File: config.mk
export PLATFORM = sky130hd
export DESIGN_NAME = tst_sequencer
export DESIGN_NICKNAME = d
export VERILOG_FILES = /design/src/hw/tst_pkg.sv /design/src/hw/tst_sequencer.sv
export SDC_FILE = /design/constraint.sdc
export NUM_CORES = 1
export LEC_CHECK = 0
export BUFFER_PORTS_ARGS = -buffer_cell sky130_fd_sc_hd__buf_2
export CORE_MARGIN = 3
export CORE_UTILIZATION = 40
export DETAILED_ROUTE_END_ITERATION = 16
export GPL_TIMING_DRIVEN = 0
export PLACE_DENSITY_LB_ADDON = 0.12
export RECOVER_POWER = 50
export SYNTH_ARGS = -nofsm -noshare
export SYNTH_HDL_FRONTEND = slang
export SYNTH_SLANG_ARGS = --single-unit
File: constraint.sdc
create_clock -name pclk -period 4.05 [get_ports pclk]
set_input_delay 0.405 -clock pclk [delete_from_list [all_inputs] [get_ports pclk]]
set_output_delay 0.405 -clock pclk [all_outputs]
set_load 0.005 [all_outputs]
File: src/hw/tst_pkg.sv
// package for the trip solenoid test sequencer: register map, timing, encodings
package tst_pkg;

  // ---------------------------------------------------------------
  // register map (byte offsets on the apb bus)
  // ---------------------------------------------------------------
  localparam logic [11:0] REG_CTRL     = 12'h000;
  localparam logic [11:0] REG_RECHARGE = 12'h004;
  localparam logic [11:0] REG_SETTLE   = 12'h008;
  localparam logic [11:0] REG_PST_POS  = 12'h00C;
  localparam logic [11:0] REG_STATUS   = 12'h010;
  localparam logic [11:0] REG_FAIL     = 12'h014;

  // ---------------------------------------------------------------
  // field positions and reset values
  // ---------------------------------------------------------------
  localparam int CTRL_LOCAL_BIT = 0;   // 1 = local mode, 0 = remote mode
  localparam logic [15:0] RECHARGE_RST = 16'h0BB8;  // recharge pressure, psi
  localparam logic [31:0] SETTLE_RST   = 32'h0000_C350; // settle cycles
  localparam logic [9:0]  PST_POS_RST  = 10'h384;   // pst target, 0.1 %

  // ---------------------------------------------------------------
  // pressure and position constants
  // ---------------------------------------------------------------
  localparam logic [15:0] UPPER_OFFSET_PSI = 16'h01F4;  // 500 psi below recharge
  localparam logic [15:0] LOWER_PSI        = 16'h0096;  // 150 psi, fixed
  localparam logic [9:0]  POS_FULL_OPEN    = 10'h3E8;   // 100.0 %
  localparam logic [9:0]  DRIFT_LIMIT      = 10'h032;   // 5.0 %

  // ---------------------------------------------------------------
  // timing
  // ---------------------------------------------------------------
  localparam longint CLK_HZ       = 50_000_000;
  localparam longint PASS_SECONDS = 120;    // 2 minutes
  localparam longint PASS_CYCLES  = PASS_SECONDS * CLK_HZ;

  // ---------------------------------------------------------------
  // solenoid patterns, bit 0 = trip_sol_1 .. bit 3 = trip_sol_4
  // ---------------------------------------------------------------
  localparam logic [3:0] SOL_NORMAL = 4'b1111;
  localparam logic [3:0] SOL_STAGE1 = 4'b0100;
  localparam logic [3:0] SOL_STAGE2 = 4'b0001;
  localparam logic [3:0] SOL_STAGE3 = 4'b0100;
  localparam logic [3:0] SOL_STAGE4 = 4'b1000;
  localparam logic [3:0] SOL_STAGE5 = 4'b0010;
  localparam logic [3:0] SOL_STAGE6 = 4'b0001;

  // ---------------------------------------------------------------
  // display selections
  // ---------------------------------------------------------------
  localparam logic [1:0] MSG_NORMAL = 2'h0;
  localparam logic [1:0] MSG_PASS   = 2'h1;
  localparam logic [1:0] MSG_DRIFT  = 2'h2;
  localparam logic [1:0] MSG_FAIL   = 2'h3;

  // sequencer states, one-hot
  typedef enum logic [8:0] {
    TST_IDLE   = 9'b0_0000_0001,
    TST_STAGE1 = 9'b0_0000_0010,
    TST_STAGE2 = 9'b0_0000_0100,
    TST_STAGE3 = 9'b0_0000_1000,
    TST_STAGE4 = 9'b0_0001_0000,
    TST_STAGE5 = 9'b0_0010_0000,
    TST_STAGE6 = 9'b0_0100_0000,
    TST_PASS   = 9'b0_1000_0000,
    TST_STOP   = 9'b1_0000_0000
  } tst_state_e;

  // partial stroke test states, one-hot
  typedef enum logic [2:0] {
    TST_PST_IDLE   = 3'b001,
    TST_PST_OUT    = 3'b010,
    TST_PST_RETURN = 3'b100
  } tst_pst_e;

endpackage : tst_pkg

File: src/hw/tst_sequencer.sv
// trip solenoid test sequencer with apb register slave
//
// Function
// - normally solenoids one to four energized, fifth solenoid off
// - trip only when both safety trip inputs lost power
// - inhibit lamp and trip disabled when any isolation valve not open
// - green lamp per valve 2 and 4 while that valve fully open
// - trip disabled opens warning and alarm relays, shows inhibit alarm
// - partial stroke drives to set position then back to start
// - partial stroke only at full open; aborted on control change
// - test button enters remote or local test mode, starts sequence
// - test display shows manifold pressures and retract, extend in stage 5
// - hold position; drift over 5 percent closed stops, shows drift text
// - partial stroke requests ignored while solenoid test runs
// - upper threshold is recharge minus 500 psi; lower fixed 150 psi
// - stage 1 drops sols 1,2,4; all three above upper else fail 1
// - stage 2 sol 1 on, 3 off; all three below lower else fail 2
// - stage 3 sol 3 on, 1 off; all three above upper else fail 3
// - stage 4 sol 4 on, 3 off; retract above lower else fail 4
// - stage 5 sol 2 on, 4 off; extend below lower else fail 5
// - stage 6 sol 1 on, 2 off; manifold a below lower else fail 6
// - any stage failure stops, restores solenoids, shows stage warning
// - failure warning latched until a later full sequence passes
// - full pass restores solenoids, prior mode, shows pass text
// - pass text shown two minutes after mode restored
module tst_sequencer #(
  parameter longint PASS_CYCLES_P = tst_pkg::PASS_CYCLES
) (
  input  wire logic        pclk,
  input  wire logic        presetn,
  input  wire logic        psel,
  input  wire logic        penable,
  input  wire logic        pwrite,
  input  wire logic [11:0] paddr,
  input  wire logic [31:0] pwdata,
  output logic      [31:0] prdata,
  output logic             pready,
  output logic             pslverr,
  input  wire logic        trip_in_1,
  input  wire logic        trip_in_2,
  input  wire logic [3:0]  iso_open,
  input  wire logic        solenoid_test_button,
  input  wire logic        partial_stroke_test_button,
  input  wire logic [15:0] manifold_pressure_a,
  input  wire logic [15:0] manifold_pressure_b,
  input  wire logic [15:0] retract_pressure,
  input  wire logic [15:0] extend_pressure,
  input  wire logic [9:0]  position,
  input  wire logic [9:0]  control_setpoint,
  output logic [3:0]       trip_sol,
  output logic             sol_5,
  output logic             trip_active,
  output logic             trip_inhibit_lamp,
  output logic             iso_2_lamp,
  output logic             iso_4_lamp,
  output logic             warning_relay_closed,
  output logic             alarm_relay_closed,
  output logic             trip_inhibit_alarm,
  output logic             remote_test_mode,
  output logic             local_test_mode,
  output logic             hold_position,
  output logic             pst_drive,
  output logic [9:0]       pst_target,
  output logic [15:0]      disp_position,
  output logic [15:0]      disp_date,
  output logic [15:0]      disp_time,
  output logic [1:0]       disp_message,
  output logic [5:0]       step_fail
);
  import tst_pkg::*;

  // ---------------------------------------------------------------
  // input synchronisers
  // ---------------------------------------------------------------
  logic [7:0] sync_a;
  logic [7:0] sync_b;
  logic       trip_1_s, trip_2_s, sol_btn_s, pst_btn_s;
  logic [3:0] iso_s;
  logic       sol_btn_d, pst_btn_d;

  // two flops on the trip, isolation and button inputs; pressures and positions unsynchronised
  always_ff @(posedge pclk or negedge presetn) begin
    if (!presetn) begin
      sync_a <= 8'h00;
      sync_b <= 8'h00;
    end else begin
      sync_a <= {trip_in_1, trip_in_2, iso_open, solenoid_test_button,
                 partial_stroke_test_button};
      sync_b <= sync_a;
    end
  end
  assign {trip_1_s, trip_2_s, iso_s, sol_btn_s, pst_btn_s} = sync_b;

  // edge detectors read the second flop only
  always_ff @(posedge pclk or negedge presetn) begin
    if (!presetn) begin
      sol_btn_d <= 1'b0;
      pst_btn_d <= 1'b0;
    end else begin
      sol_btn_d <= sol_btn_s;
      pst_btn_d <= pst_btn_s;
    end
  end
  wire sol_press = sol_btn_s & ~sol_btn_d;
  wire pst_press = pst_btn_s & ~pst_btn_d;

  // ---------------------------------------------------------------
  // apb registers
  // ---------------------------------------------------------------
  logic        mode_local;
  logic [15:0] recharge_psi;
  logic [31:0] settle_cycles;
  logic [9:0]  pst_pos;
  wire         apb_wr = psel & penable & pwrite;
  wire         apb_rd = psel & ~pwrite;
  wire         addr_ok = (paddr == REG_CTRL) || (paddr == REG_RECHARGE) ||
                         (paddr == REG_SETTLE) || (paddr == REG_PST_POS) ||
                         (paddr == REG_STATUS) || (paddr == REG_FAIL);
  tst_state_e  state;

  // writable configuration; lower threshold has no register
  always_ff @(posedge pclk or negedge presetn) begin
    if (!presetn) begin
      mode_local    <= 1'b0;
      recharge_psi  <= RECHARGE_RST;
      settle_cycles <= SETTLE_RST;
      pst_pos       <= PST_POS_RST;
    end else if (apb_wr) begin
      unique case (paddr)
        REG_CTRL:     mode_local    <= pwdata[CTRL_LOCAL_BIT];
        REG_RECHARGE: recharge_psi  <= pwdata[15:0];
        REG_SETTLE:   settle_cycles <= pwdata;
        REG_PST_POS:  pst_pos       <= pwdata[9:0];
        default:      ;
      endcase
    end
  end

  // no wait states: answer in the first access cycle, error on unmapped
  always_ff @(posedge pclk or negedge presetn) begin
    if (!presetn) begin
      prdata  <= 32'h0000_0000;
      pready  <= 1'b0;
      pslverr <= 1'b0;
    end else begin
      pready  <= psel & ~penable;
      pslverr <= psel & ~penable & ~addr_ok;
      if (apb_rd & ~penable) begin
        unique case (paddr)
          REG_CTRL:     prdata <= {31'h0000_0000, mode_local};
          REG_RECHARGE: prdata <= {16'h0000, recharge_psi};
          REG_SETTLE:   prdata <= settle_cycles;
          REG_PST_POS:  prdata <= {22'h00_0000, pst_pos};
          REG_STATUS:   prdata <= {21'h00_0000, trip_inhibit_lamp, trip_active,
                                   state};
          REG_FAIL:     prdata <= {26'h000_0000, step_fail};
          default:      prdata <= 32'h0000_0000;
        endcase
      end
    end
  end

  // ---------------------------------------------------------------
  // thresholds and comparisons
  // ---------------------------------------------------------------
  wire [15:0] upper_test_threshold = recharge_psi - UPPER_OFFSET_PSI;
  wire [15:0] lower_test_threshold = LOWER_PSI;
  wire all_above = (manifold_pressure_a > upper_test_threshold) &&
                   (retract_pressure > upper_test_threshold) &&
                   (manifold_pressure_b > upper_test_threshold);
  wire all_below = (manifold_pressure_a < lower_test_threshold) &&
                   (retract_pressure < lower_test_threshold) &&
                   (manifold_pressure_b < lower_test_threshold);
  wire trip_disabled = ~&iso_s;
  wire testing = (state != TST_IDLE) && (state != TST_PASS) && (state != TST_STOP);

  // ---------------------------------------------------------------
  // solenoid test sequencer
  // ---------------------------------------------------------------
  logic [31:0] settle_cnt;
  logic [63:0] pass_cnt;
  logic [9:0]  hold_pos;
  logic        drift;
  logic        stage_ok;
  logic [3:0]  stage_sol;
  tst_state_e  next_state;
  wire         settled = (settle_cnt >= settle_cycles);
  wire [10:0]  drift_ref = {1'b0, position} + {1'b0, DRIFT_LIMIT};
  assign drift = testing && (drift_ref < {1'b0, hold_pos});

  // stage pattern, pass test and successor
  always_comb begin
    stage_sol  = SOL_NORMAL;
    stage_ok   = 1'b0;
    next_state = state;
    unique case (state)
      TST_STAGE1: begin stage_sol = SOL_STAGE1; stage_ok = all_above;
                  next_state = TST_STAGE2; end
      TST_STAGE2: begin stage_sol = SOL_STAGE2; stage_ok = all_below;
                  next_state = TST_STAGE3; end
      TST_STAGE3: begin stage_sol = SOL_STAGE3; stage_ok = all_above;
                  next_state = TST_STAGE4; end
      TST_STAGE4: begin stage_sol = SOL_STAGE4;
                  stage_ok = retract_pressure > lower_test_threshold;
                  next_state = TST_STAGE5; end
      TST_STAGE5: begin stage_sol = SOL_STAGE5;
                  stage_ok = extend_pressure < lower_test_threshold;
                  next_state = TST_STAGE6; end
      TST_STAGE6: begin stage_sol = SOL_STAGE6;
                  stage_ok = manifold_pressure_a < lower_test_threshold;
                  next_state = TST_PASS; end
      TST_IDLE, TST_PASS, TST_STOP: ;
    endcase
  end

  // state, settle timer and failure latch
  always_ff @(posedge pclk or negedge presetn) begin
    if (!presetn) begin
      state      <= TST_IDLE;
      settle_cnt <= 32'h0000_0000;
      pass_cnt   <= 64'h0;
      hold_pos   <= 10'h000;
      step_fail  <= 6'h00;
    end else begin
      unique case (state)
        TST_IDLE, TST_STOP: if (sol_press) begin
          state      <= TST_STAGE1;
          settle_cnt <= 32'h0000_0000;
          hold_pos   <= position;
        end
        TST_PASS: begin
          pass_cnt <= pass_cnt + 64'h1;
          if (pass_cnt >= 64'(PASS_CYCLES_P - 1)) state <= TST_IDLE;
          if (sol_press) begin
            state      <= TST_STAGE1;
            settle_cnt <= 32'h0000_0000;
            hold_pos   <= position;
          end
        end
        default: begin
          if (drift) begin
            state <= TST_STOP;
          end else if (!settled) begin
            settle_cnt <= settle_cnt + 32'h0000_0001;
          end else if (stage_ok) begin
            state      <= next_state;
            settle_cnt <= 32'h0000_0000;
            pass_cnt   <= 64'h0;
            if (next_state == TST_PASS) step_fail <= 6'h00;
          end else begin
            state <= TST_STOP;
            step_fail <= step_fail | {state[6:1]};
          end
        end
      endcase
    end
  end

  // solenoid drivers; sol 5 is never energised by this block
  always_ff @(posedge pclk or negedge presetn) begin
    if (!presetn) begin
      trip_sol <= SOL_NORMAL;
      sol_5    <= 1'b0;
    end else begin
      trip_sol <= (testing && !drift) ? stage_sol : SOL_NORMAL;
      sol_5    <= 1'b0;
    end
  end

  // ---------------------------------------------------------------
  // trip, lamps, relays and mode outputs
  // ---------------------------------------------------------------
  always_ff @(posedge pclk or negedge presetn) begin
    if (!presetn) begin
      trip_active          <= 1'b0;
      trip_inhibit_lamp    <= 1'b0;
      iso_2_lamp           <= 1'b0;
      iso_4_lamp           <= 1'b0;
      warning_relay_closed <= 1'b0;
      alarm_relay_closed   <= 1'b0;
      trip_inhibit_alarm   <= 1'b0;
      remote_test_mode     <= 1'b0;
      local_test_mode      <= 1'b0;
      hold_position        <= 1'b0;
    end else begin
      trip_active          <= ~trip_1_s & ~trip_2_s & ~trip_disabled;
      trip_inhibit_lamp    <= trip_disabled;
      iso_2_lamp           <= iso_s[1];
      iso_4_lamp           <= iso_s[3];
      warning_relay_closed <= ~trip_disabled;
      alarm_relay_closed   <= ~trip_disabled;
      trip_inhibit_alarm   <= trip_disabled;
      remote_test_mode     <= testing & ~mode_local;
      local_test_mode      <= testing & mode_local;
      hold_position        <= testing;
    end
  end

  // display: pressures replace normal fields during the test
  always_ff @(posedge pclk or negedge presetn) begin
    if (!presetn) begin
      disp_position <= 16'h0000;
      disp_date     <= 16'h0000;
      disp_time     <= 16'h0000;
      disp_message  <= MSG_NORMAL;
    end else begin
      disp_position <= testing ? manifold_pressure_a : {6'h00, position};
      disp_date     <= testing ? manifold_pressure_b : 16'h0000;
      disp_time     <= !testing ? 16'h0000 :
                       (state == TST_STAGE5) ? extend_pressure : retract_pressure;
      if (testing && drift)
        disp_message <= MSG_DRIFT;
      else if (state == TST_PASS)
        disp_message <= MSG_PASS;
      else if (state == TST_IDLE || testing)
        disp_message <= (|step_fail) ? MSG_FAIL : MSG_NORMAL;
      else
        // a stop on drift keeps the drift text; a stage failure shows its warning
        disp_message <= (disp_message == MSG_DRIFT) ? MSG_DRIFT :
                        (|step_fail) ? MSG_FAIL : disp_message;
    end
  end

  // ---------------------------------------------------------------
  // partial stroke test
  // ---------------------------------------------------------------
  tst_pst_e   pst_state;
  logic [9:0] pst_origin;
  logic [9:0] pst_ctrl;

  // out to the set position, back to the origin, abort on control change
  always_ff @(posedge pclk or negedge presetn) begin
    if (!presetn) begin
      pst_state  <= TST_PST_IDLE;
      pst_origin <= 10'h000;
      pst_ctrl   <= 10'h000;
      pst_drive  <= 1'b0;
      pst_target <= 10'h000;
    end else begin
      unique case (pst_state)
        TST_PST_IDLE: if (pst_press && !testing && position == POS_FULL_OPEN) begin
          pst_state  <= TST_PST_OUT;
          pst_origin <= position;
          pst_ctrl   <= control_setpoint;
          pst_drive  <= 1'b1;
          pst_target <= pst_pos;
        end
        TST_PST_OUT: begin
          if (control_setpoint != pst_ctrl) begin
            pst_state <= TST_PST_IDLE;
            pst_drive <= 1'b0;
          end else if (position == pst_target) begin
            pst_state  <= TST_PST_RETURN;
            pst_target <= pst_origin;
          end
        end
        TST_PST_RETURN: if (control_setpoint != pst_ctrl || position == pst_origin) begin
          pst_state <= TST_PST_IDLE;
          pst_drive <= 1'b0;
        end
      endcase
    end
  end

  // ---------------------------------------------------------------
  // assertions
  // ---------------------------------------------------------------
  property p_idle_normal;
    @(posedge pclk) disable iff (!presetn)
      $past(state == TST_IDLE) |-> (trip_sol == SOL_NORMAL && !sol_5);
  endproperty
  a_idle_normal: assert property (p_idle_normal) else $error("solenoids not normal");

  property p_inhibit;
    @(posedge pclk) disable iff (!presetn)
      trip_disabled |=> trip_inhibit_lamp && !alarm_relay_closed && trip_inhibit_alarm;
  endproperty
  a_inhibit: assert property (p_inhibit) else $error("inhibit indication missing");

  property p_trip_both;
    @(posedge pclk) disable iff (!presetn)
      (trip_1_s || trip_2_s) |=> !trip_active;
  endproperty
  a_trip_both: assert property (p_trip_both) else $error("trip with one input");

  property p_stage1_sol;
    @(posedge pclk) disable iff (!presetn)
      (state == TST_STAGE1 && !drift) |=> trip_sol == SOL_STAGE1;
  endproperty
  a_stage1_sol: assert property (p_stage1_sol) else $error("stage 1 pattern wrong");

  property p_fail_stop;
    @(posedge pclk) disable iff (!presetn)
      (testing && !drift && settled && !stage_ok) |=> state == TST_STOP ##1
        trip_sol == SOL_NORMAL;
  endproperty
  a_fail_stop: assert property (p_fail_stop) else $error("failure not handled");

  property p_pst_ignored;
    @(posedge pclk) disable iff (!presetn)
      (testing && pst_state == TST_PST_IDLE) |=> !pst_drive;
  endproperty
  a_pst_ignored: assert property (p_pst_ignored) else $error("pst during test");

  property p_fail_latched;
    @(posedge pclk) disable iff (!presetn)
      (step_fail != 6'h00 && !(settled && stage_ok && state == TST_STAGE6))
        |=> (step_fail & $past(step_fail)) == $past(step_fail);
  endproperty
  a_fail_latched: assert property (p_fail_latched) else $error("fail code lost");

  property p_drift_stop;
    @(posedge pclk) disable iff (!presetn)
      drift |=> state == TST_STOP && disp_message == MSG_DRIFT;
  endproperty
  a_drift_stop: assert property (p_drift_stop) else $error("drift not stopped");

endmodule // tst_sequencer

* After elaboration in Yosys (flattened, before gate mapping)
Cells that the tools add are included.
W data, S select, Z words.
** Storage, ports and cells
- Bits in writable memories :: 0
- Word-level logic and storage cells :: 204
- Bits in read-only memories :: 0
- Flip-flop bits (word level) :: 328
- Memories kept :: 0
- Latch bits :: 0
- Output and inout bits :: 116
- Bits of input ports :: 141
** Operators by class
- Multiplexer cells :: 46
- $lt $le $gt $ge :: 11
- Shifts and indexed selects :: 0
- Bitwise gates (word level) :: 24
- Reductions and logical operators :: 46
- Add/sub/neg operators :: 4
- Div/mod/pow operators :: 0
- Eq/ne operators :: 39
- $mul :: 0
** Operators by type and width (number)
- $mux W64 :: 3
- $pmux W32 S6 :: 1
- $mux W32 :: 5
- $pmux W64 S2 :: 1
- $add A64 B1 Y64 const B :: 1
- $ge A64 B33 Y1 const B :: 1
- $lt A16 B8 Y1 const B :: 4
- $mux W16 :: 4
- $mux W9 :: 6
- $pmux W9 S6 :: 1
- $gt A16 B16 Y1 :: 3
- $add A32 B1 Y32 const B :: 1
- $ge A32 B32 Y1 :: 1
- $mux W10 :: 3
- $eq A12 B4 Y1 const B :: 2
- $eq A12 B5 Y1 const B :: 2
- $eq A10 B10 Y1 :: 2
- $pmux W10 S2 :: 1
- $eq A9 B8 Y1 const B :: 2
- $pmux W9 S2 :: 1
- $gt A16 B8 Y1 const B :: 1
- $pmux W4 S4 :: 1
- $reduce_and A4 Y1 :: 4
- $sub A16 B9 Y16 const B :: 1
- other kinds (46) :: 118

* Longest topological paths before layout
Gate-level depths: netlist (run 1).
- Word-level depth :: 9
- Gate-level depth with buffers :: 16
- Depth with buffers taken out :: 14

* Worst setup path before layout (run 1)
No wires, ideal clock.
- Path type :: register to register
- Start :: register recharge_psi[2]
- End :: register settle_cnt[28]
- Path buffers :: 1
- Required time :: 3.916 ns
- Stages on the path, launching flop included :: 14
- Setup time :: 0.134 ns
- Clock period less this slack :: 3.672 ns
- Data arrival time :: 3.538 ns
- Setup slack :: 0.378 ns
- Cell sequence :: dfrtp_1 inv_1 ha_1 and3b_1 a2111oi_2 xnor2_1 ha_1 nand4_1 nor2_1 or4_1 or4_4 a21oi_4 buf_6 a31oi_4
** On the way
- Word-level cells in the longest chain between the ends :: 7
- Elaborated cells on any way between the ends :: 9
- Classes of those cells :: add/sub (1); order compare (3); eq/ne (1); mux (1); reduce/logical (3)
** Ends and longest elaborated chain
- start: declaration :: RTL line tst_sequencer.sv:111 : logic [15:0] recharge_psi;
- start signal: assignment :: RTL line tst_sequencer.sv:131 : REG_RECHARGE: recharge_psi <= pwdata[15:0];
- $sub A16 B9 Y16 (*) :: RTL line tst_sequencer.sv:166 : wire [15:0] upper_test_threshold = recharge_psi - UPPER_OFFSET_PSI;
- $gt A16 B16 Y1 (on tied branches) :: RTL line tst_sequencer.sv:168, tst_sequencer.sv:169
- $logic_and A1 B1 Y1 :: RTL line tst_sequencer.sv:168 : wire all_above = (manifold_pressure_a > upper_test_threshold) &&
- $logic_and A1 B1 Y1 (*) :: RTL line tst_sequencer.sv:169 : (retract_pressure > upper_test_threshold) &&
- $pmux W1 S5 (*) :: RTL line tst_sequencer.sv:196 : unique case (state)
- $ne A3 B3 Y1 (no source line) (*)
- $reduce_and A3 Y1 (no source line) (*)
- end signal: assignment :: RTL line tst_sequencer.sv:244 : settle_cnt <= settle_cnt + 32'h0000_0001;
- end: declaration :: RTL line tst_sequencer.sv:180 : logic [31:0] settle_cnt;
Mark *: on every way between the ends. The rest lies on a longest branch, timed or not.
A chain may end at the register's enable or synchronous reset.

* Final worst setup path (run 1)
- Start :: register recharge_psi[9]
- End :: register settle_cnt[28]
Same word-level chain as after synthesis.

==> out/results.ini, run 1 <==
[global_route]
antenna_found_initial = 1
grt_remaining_overflow = 0
grt_pass1_wl_um = 84590
grt_start_max_net_pins = 119
grt_pass1_vias = 14780
track_usage = 0.2266

[synth]
synth_top_area_frac = 0.4256
synth.most_common_cell = dfrtp_1
ys_types = 76
yosysWarnings = 0
synth.avg_cell_area_um2 = 9.595
ys_ff_latch = 328
yosys.area.top_type = dfrtp_1
synth_common_cells = dfrtp_1 (305), nand2_1 (241), nor2_1 (132), o21ai_0 (102), a21oi_1 (89)
netlist_area_um2 = 17930
synth_edf_count = 0
synthesis.nets = 2085
synth-async-reset-ratio = 1.000
synth_cells = 1869
ys_seq_area_frac = 0.4593
ys_top_cells_by_area = dfrtp_1 (43%), ha_1 (5.2%), nand2_1 (5.0%)
synth_flop_cell = dfrtp_1

[floorplanning]
start_util = 0.4108
chipHeight_um = 217.7
pin_count = 257
dieArea_um2 = 47410
num_rows = 76
fp.dieW_um = 217.7
core_area_um2 = 43650

[power_and_ir_drop]
p_leak_nw = 10.21
p_per_area_nw_per_um2 = 453.7
vdd_drop_max_v = 0.0002715

[routing]
first_pass_iters = 5
first_iter_violations = 915
wl_per_cell_um = 19.35
via_per_inst = 5.390
drt.antenna.violating_nets = 0
dr_total_vias = 15070
wl_um = 54110
drc_errors = 0

[critical_path]
reg2reg_from = recharge_psi[9]
arrival_ns = 4.36
critPathMostFrequentCell = or4_4
r2r_slack_ns = 0.11
worst_r2r_path_depth = 12
required_ns = 4.47
crit_type = flop to flop
path_max_fanout = 10
path_cells = buf_2 > or4_4 > nor4_4 > xnor2_2 > ha_1 > nand4_1 > nor2_1 > or4_1 > or4_4 > a21oi_4 > buf_8 > a31oi_4
crit_path_end_kind = flop
slowest_stage = or4_4
crit_start = recharge_psi[9]
regToRegEndpoint = settle_cnt[28]
slowest_delay_ns = 0.61
cp-start-kind = flop

[sta]
slew_headroom = -0.7926
final.period_utilization = 0.9736
fin_crit_ns = 3.943
fmax_ghz = 0.2536
skew_ns = 0.02513
grt_setup_unrepaired = yes
worst_slew_pin_slew_ns = 2.689
setup_viol = 0
hold_viol = 0
maxSlewViolCount = 104

[clock_network]
clock_path_buffers = 3
cts-root-buf = clkbuf_16
clk_pin_slew_worst_paths_ns = 0.06
clock-sinks = 328
ctsHtreeMaxLevel = 2
cts_buffers = 39
clkLatencyLatePin_ns = 0.56
tritoncts = built

[final_layout]
syn_to_final_growth_pct = 19.78
nNetsFinal = 2398
final_area_um2 = 21480
drive_gt1_frac = 0.1842
post-route-util = 0.4921

[placed_design]
port_buffers = 246
place_hpwl_um = 40620
gp_congestion = 0.8767
placed_area_um2 = 20010

[status]
violations = max-capacitance violations, max-slew violations
status = finished, violations left

[min_path]
hp-start = penable
hp-class = input port to flop
holdPathStages = 2
min_to = pready

[run]
maxCapViolations = 1

[report_power, final]
part,internal (mW),switching (mW),leakage (nW)
sequential,3.65,0.202,3.84
combinational,0.930,1.53,5.76
clock,2.05,1.38,0.612
total,6.63,3.12,10.2
[flip-flops by register name (all words and copies together), names as in the netlist, 3 cells and up]
| name | cells |
|---|---|
| pst_state | 3 |
| pst_ctrl | 10 |
| sync_a | 8 |
| pst_origin | 10 |
| state | 9 |
| hold_pos | 10 |
| disp_date | 16 |
| recharge_psi | 16 |
| sync_b | 8 |
| prdata | 32 |
| step_fail | 6 |
| disp_time | 16 |
| trip_sol | 4 |
| settle_cycles | 32 |
| pst_target | 10 |
| pass_cnt | 64 |
| disp_position | 16 |
| pst_pos | 10 |
| settle_cnt | 32 |
[layout make-up]
type                    instances  area, um2
diodes                          1      2.502
plain buffers                  93      442.9
clock buffers                  65       1226
clock inverters                 4      22.52
fillers                      4152      22170
inverters                      88      330.3
multi-input cells            1360       9067
flip-flops and latches        328       8238
well taps                     585      732.0
repair buffers                272       1418
[logic make-up after synthesis]
logic type	after synthesis	share of synthesized area
muxes	65	0.03935
adders and majority gates	80	0.05533
buffers and inverters	181	0.04172
and+or+nand+nor	690	0.1889
AOI/OAI and AO/OA	399	0.1435
other	1	0.0002091
DFF	328	0.4593
xor gates and xnor gates	125	0.07166
[per-layer routing]
metal | part of all wire | vias up | global-route usage
li1 | - | 7212 | -
met1 | 0.45 | 7376 | 0.3048
met2 | 0.48 | 416 | 0.3780
met3 | 0.053 | 65 | 0.03567
met4 | 0.024 | 2 | 0.06654
met5 | 0.0019 | - | 0.01563
[stage by stage]
| stage | worst slack, ns | hold WS (ns) | TNS (ns) | instances | total power [mW] |
|---|---|---|---|---|---|
| CTS | 0.007340 | 0.004564 | 0 | 2790 | 9.859 |
| global placement | -3.940 | 0.3320 | -1319.13 | 2700 | 6.263 |
| finish | 0.1069 | 0.02941 | 0 | 2796 | 9.744 |
| floorplan | 0.3777 | 0.1094 | 0 | 1869 | 5.313 |
| detailed placement | -0.9113 | 0.2115 | -72.92 | 2705 | 6.320 |
| global route | -0.02315 | 0.03424 | -0.08929 | 2796 | 10.27 |
[what timing repair did]
item | CTS | global route
hold buffers | 9 | 0
hold endpoints to repair | 71 | 0
pin swaps | 4 | 3
endpoints found under the setup margin | 126 | 123
resized for setup | 20 | 21
setup buffers | 7 | 5
[placed cells by master, fill, tap and decap left out, types with 10 or more instances in the layout]
cell       count
nand3_1       43
a21o_1        24
xnor2_1       64
buf_2        199
a22oi_1       12
o21ai_1       11
a21oi_1       88
nor4_1        31
mux2_2        44
xor2_1        44
nor2_1       131
dfstp_2       23
a31oi_1       25
clkbuf_16     41
clkbuf_8      11
nand4_1       49
ha_1          74
and2_1        40
buf_4         19
o21ai_0      101
clkbuf_1     127
a22o_1        29
nand2b_1      21
nor3_1        30
inv_1         88
nor2b_1       20
xnor3_1       10
o22ai_1       30
nand2_1      240
and3_1        35
mux2i_1       21
dfrtp_1      304
[worst max-delay path, delay by kind of cell (launching register included)]
family	cells	cell delay, ns
buffers and inverters	2	0.38
xor gates and xnor gates	1	0.22
DFF	1	0.35
adders and majority gates	1	0.32
and+or+nand+nor	6	2.20
AOI/OAI and AO/OA	2	0.32
[worst max-delay path by stage]
stage                           to  slack, ns
finish              settle_cnt[28]       0.11
global route        settle_cnt[14]      -0.02
CTS                 settle_cnt[28]      0.007
detailed placement    step_fail[5]      -0.91
global placement      pass_cnt[24]      -3.94
floorplan           settle_cnt[28]       0.38
No activity file was read; power rests on OpenSTA's default activity.
==> run 2, diff against run 1 <==
CELL_PAD_IN_SITES_DETAIL_PLACEMENT = 1   (was not set)
CELL_PAD_IN_SITES_GLOBAL_PLACEMENT = 1   (was not set)
==> run 2 against run 1 <==
The flow still finishes with violations (max-capacitance violations, max-slew violations). First-iteration DRC count down 3.9%. Setup slack is essentially flat. Combinational power rose by 11%. Clock power grew 6.1%. Largest cell class unchanged. Utilization increased by 0.45 points. Count of clock-buffer cells in the layout is 7 lower. Final cell count up 0.39%. Sequential power barely moved. Wire length is 9.8% higher. Critical path depth is 4 higher.
==> out/results.ini, run 2 (synthesis gave the netlist of run 1 again) <==
[critical_path]
arrival_ns = 4.37
crit_buf_inv = 3
critPathMostFrequentCell = o211ai_1
crit_path_end_kind = flop
cp-start-kind = flop
crit_type = flop to flop
slowest_stage = or4_4
path_max_fanout = 7
path_cells = and3_4 > o21ai_0 > xor2_1 > buf_4 > ha_1 > o211ai_1 > o21ai_1 > nand2_1 > a2111o_1 > a21oi_2 > a221oi_2 > or4_4 > a21oi_4 > buf_12 > buf_8 > o211ai_1
cp_top_family = compound AO/OA/AOI/OAI gates
slowest_delay_ns = 0.62
required_ns = 4.47

[floorplanning]
chipHeight_um = 217.7
core_area_um2 = 43650
dieArea_um2 = 47410
start_util = 0.4108
fp.dieW_um = 217.7
num_rows = 76
pin_count = 257

[clock_network]
clk_pin_slew_worst_paths_ns = 0.06
clock-sinks = 328
cts_buffers = 40
clock_path_buffers = 3
clkLatencyLatePin_ns = 0.55
tritoncts = built
ctsHtreeMaxLevel = 2
cts-root-buf = clkbuf_16

[sta]
fmax_ghz = 0.2536
fin_crit_ns = 3.943
maxSlewViolCount = 102
fin_ws_ns = 0.1072
setup_viol = 0
final.period_utilization = 0.9735
slew_headroom = -0.8399
whs_ns = 0.04095
hold_viol = 0
skew_ns = 0.01572
worst_slew_pin_slew_ns = 2.760

[global_route]
antenna_found_initial = 0
grt_start_max_net_pins = 117
grt_remaining_overflow = 0
track_usage = 0.2501
grt_pass1_vias = 16540
grt_pass1_wl_um = 94070

[final_layout]
final_area_um2 = 21680
final_cell_mix = dfrtp_1 (304), nand2_1 (240), buf_2 (188)
nNetsFinal = 2409
regMostFlops = pass_cnt
stdcell_count = 2807
final_common_cell = dfrtp_1
drive_gt1_frac = 0.1859
n_antenna_cell = 0
syn_to_final_growth_pct = 20.88
largest_reg_flops = 64

[placed_design]
place_inst = 2704
gp_congestion = 0.9002
placed_area_um2 = 19980
pre_cts_ws_ns = -0.9703
port_buffers = 246
place_hpwl_um = 44490

[routing]
first_pass_iters = 5
wl_per_cell_um = 21.16
wl_um = 59400
via_per_inst = 5.521
dr_total_vias = 15500
first_iter_violations = 879
drt.antenna.violating_nets = 0
drc_errors = 0

[run]
maxCapViolations = 1

[power_and_ir_drop]
vdd_drop_max_v = 0.0003123
p_leak_nw = 10.30
power.total_mw = 10.24
p_per_area_nw_per_um2 = 472.2

[min_path]
hp-class = input port to flop

[status]
violations = max-capacitance violations, max-slew violations
status = finished, violations left

run 2: changes by cell type in the layout (fill, tap and decap cells not counted), sizes merged:
cell,previous run,this run
buf,236,234
bufinv,0,3
clkbuf,185,190
clkinv,3,10
clkinvlp,1,0
diode,1,0
run 2: final cells by class:
cell class	instances	area, um2
fill	5041	21970
clock inverter	13	140.1
sequential	328	8238
multi-input combinational	1360	9069
buffer	91	446.7
tap	585	732.0
inverter	88	330.3
timing repair buffer	284	1541
clock buffer	58	1180
run 2: where the power goes:
part | leakage, nW | internal, mW | switching (mW)
Combinational | 5.80 | 1.09 | 1.64
Clock | 0.661 | 2.21 | 1.44
Sequential | 3.84 | 3.65 | 0.218
Total | 10.3 | 6.94 | 3.30
run 2: through the flow:
step | util | setup TNS, ns
3_3_place_gp | 0.4558 | -1329.06
5_1_grt | 0.4966 | -0.2968
6_report | 0.4966 | 0
4_1_cts | 0.4942 | -0.04194
2_1_floorplan | - | 0
3_5_place_dp | 0.4578 | -78.37
run 2: path summary, 6_finish.rpt:
check / from / endpoint / slack, ns / cells after the start
hold reg to reg: sync_a[7] / sync_b[7] / 0.35 / 0
hold / removal: penable / pready / 0.04 / 2
min in group asynchronous: presetn / disp_date[8] / 1.21 / 2
setup reg to reg: recharge_psi[5] / settle_cnt[19] / 0.11 / 16
setup / recovery: recharge_psi[5] / settle_cnt[19] / 0.11 / 16
max in group asynchronous: presetn / sync_b[1] / 0.66 / 3
run 2: metal layers:
layer	track usage	part of all wire	vias to the layer above	wire, um
met2	0.4336	0.49	353	29070
met1	0.3194	0.43	7779	25530
li1	-	-	7258	-
met4	0.08611	0.034	0	2002
met3	0.03818	0.047	108	2796
met5	0	0	-	0
run 2: timing repair:
action	4_1_cts	5_1_grt
setup endpoints to repair	122	121
hold endpoints to repair	98	0
buffers inserted	9	14
pin swaps	5	9
resized for setup	27	17
gates cloned	0	2
hold buffers	9	0
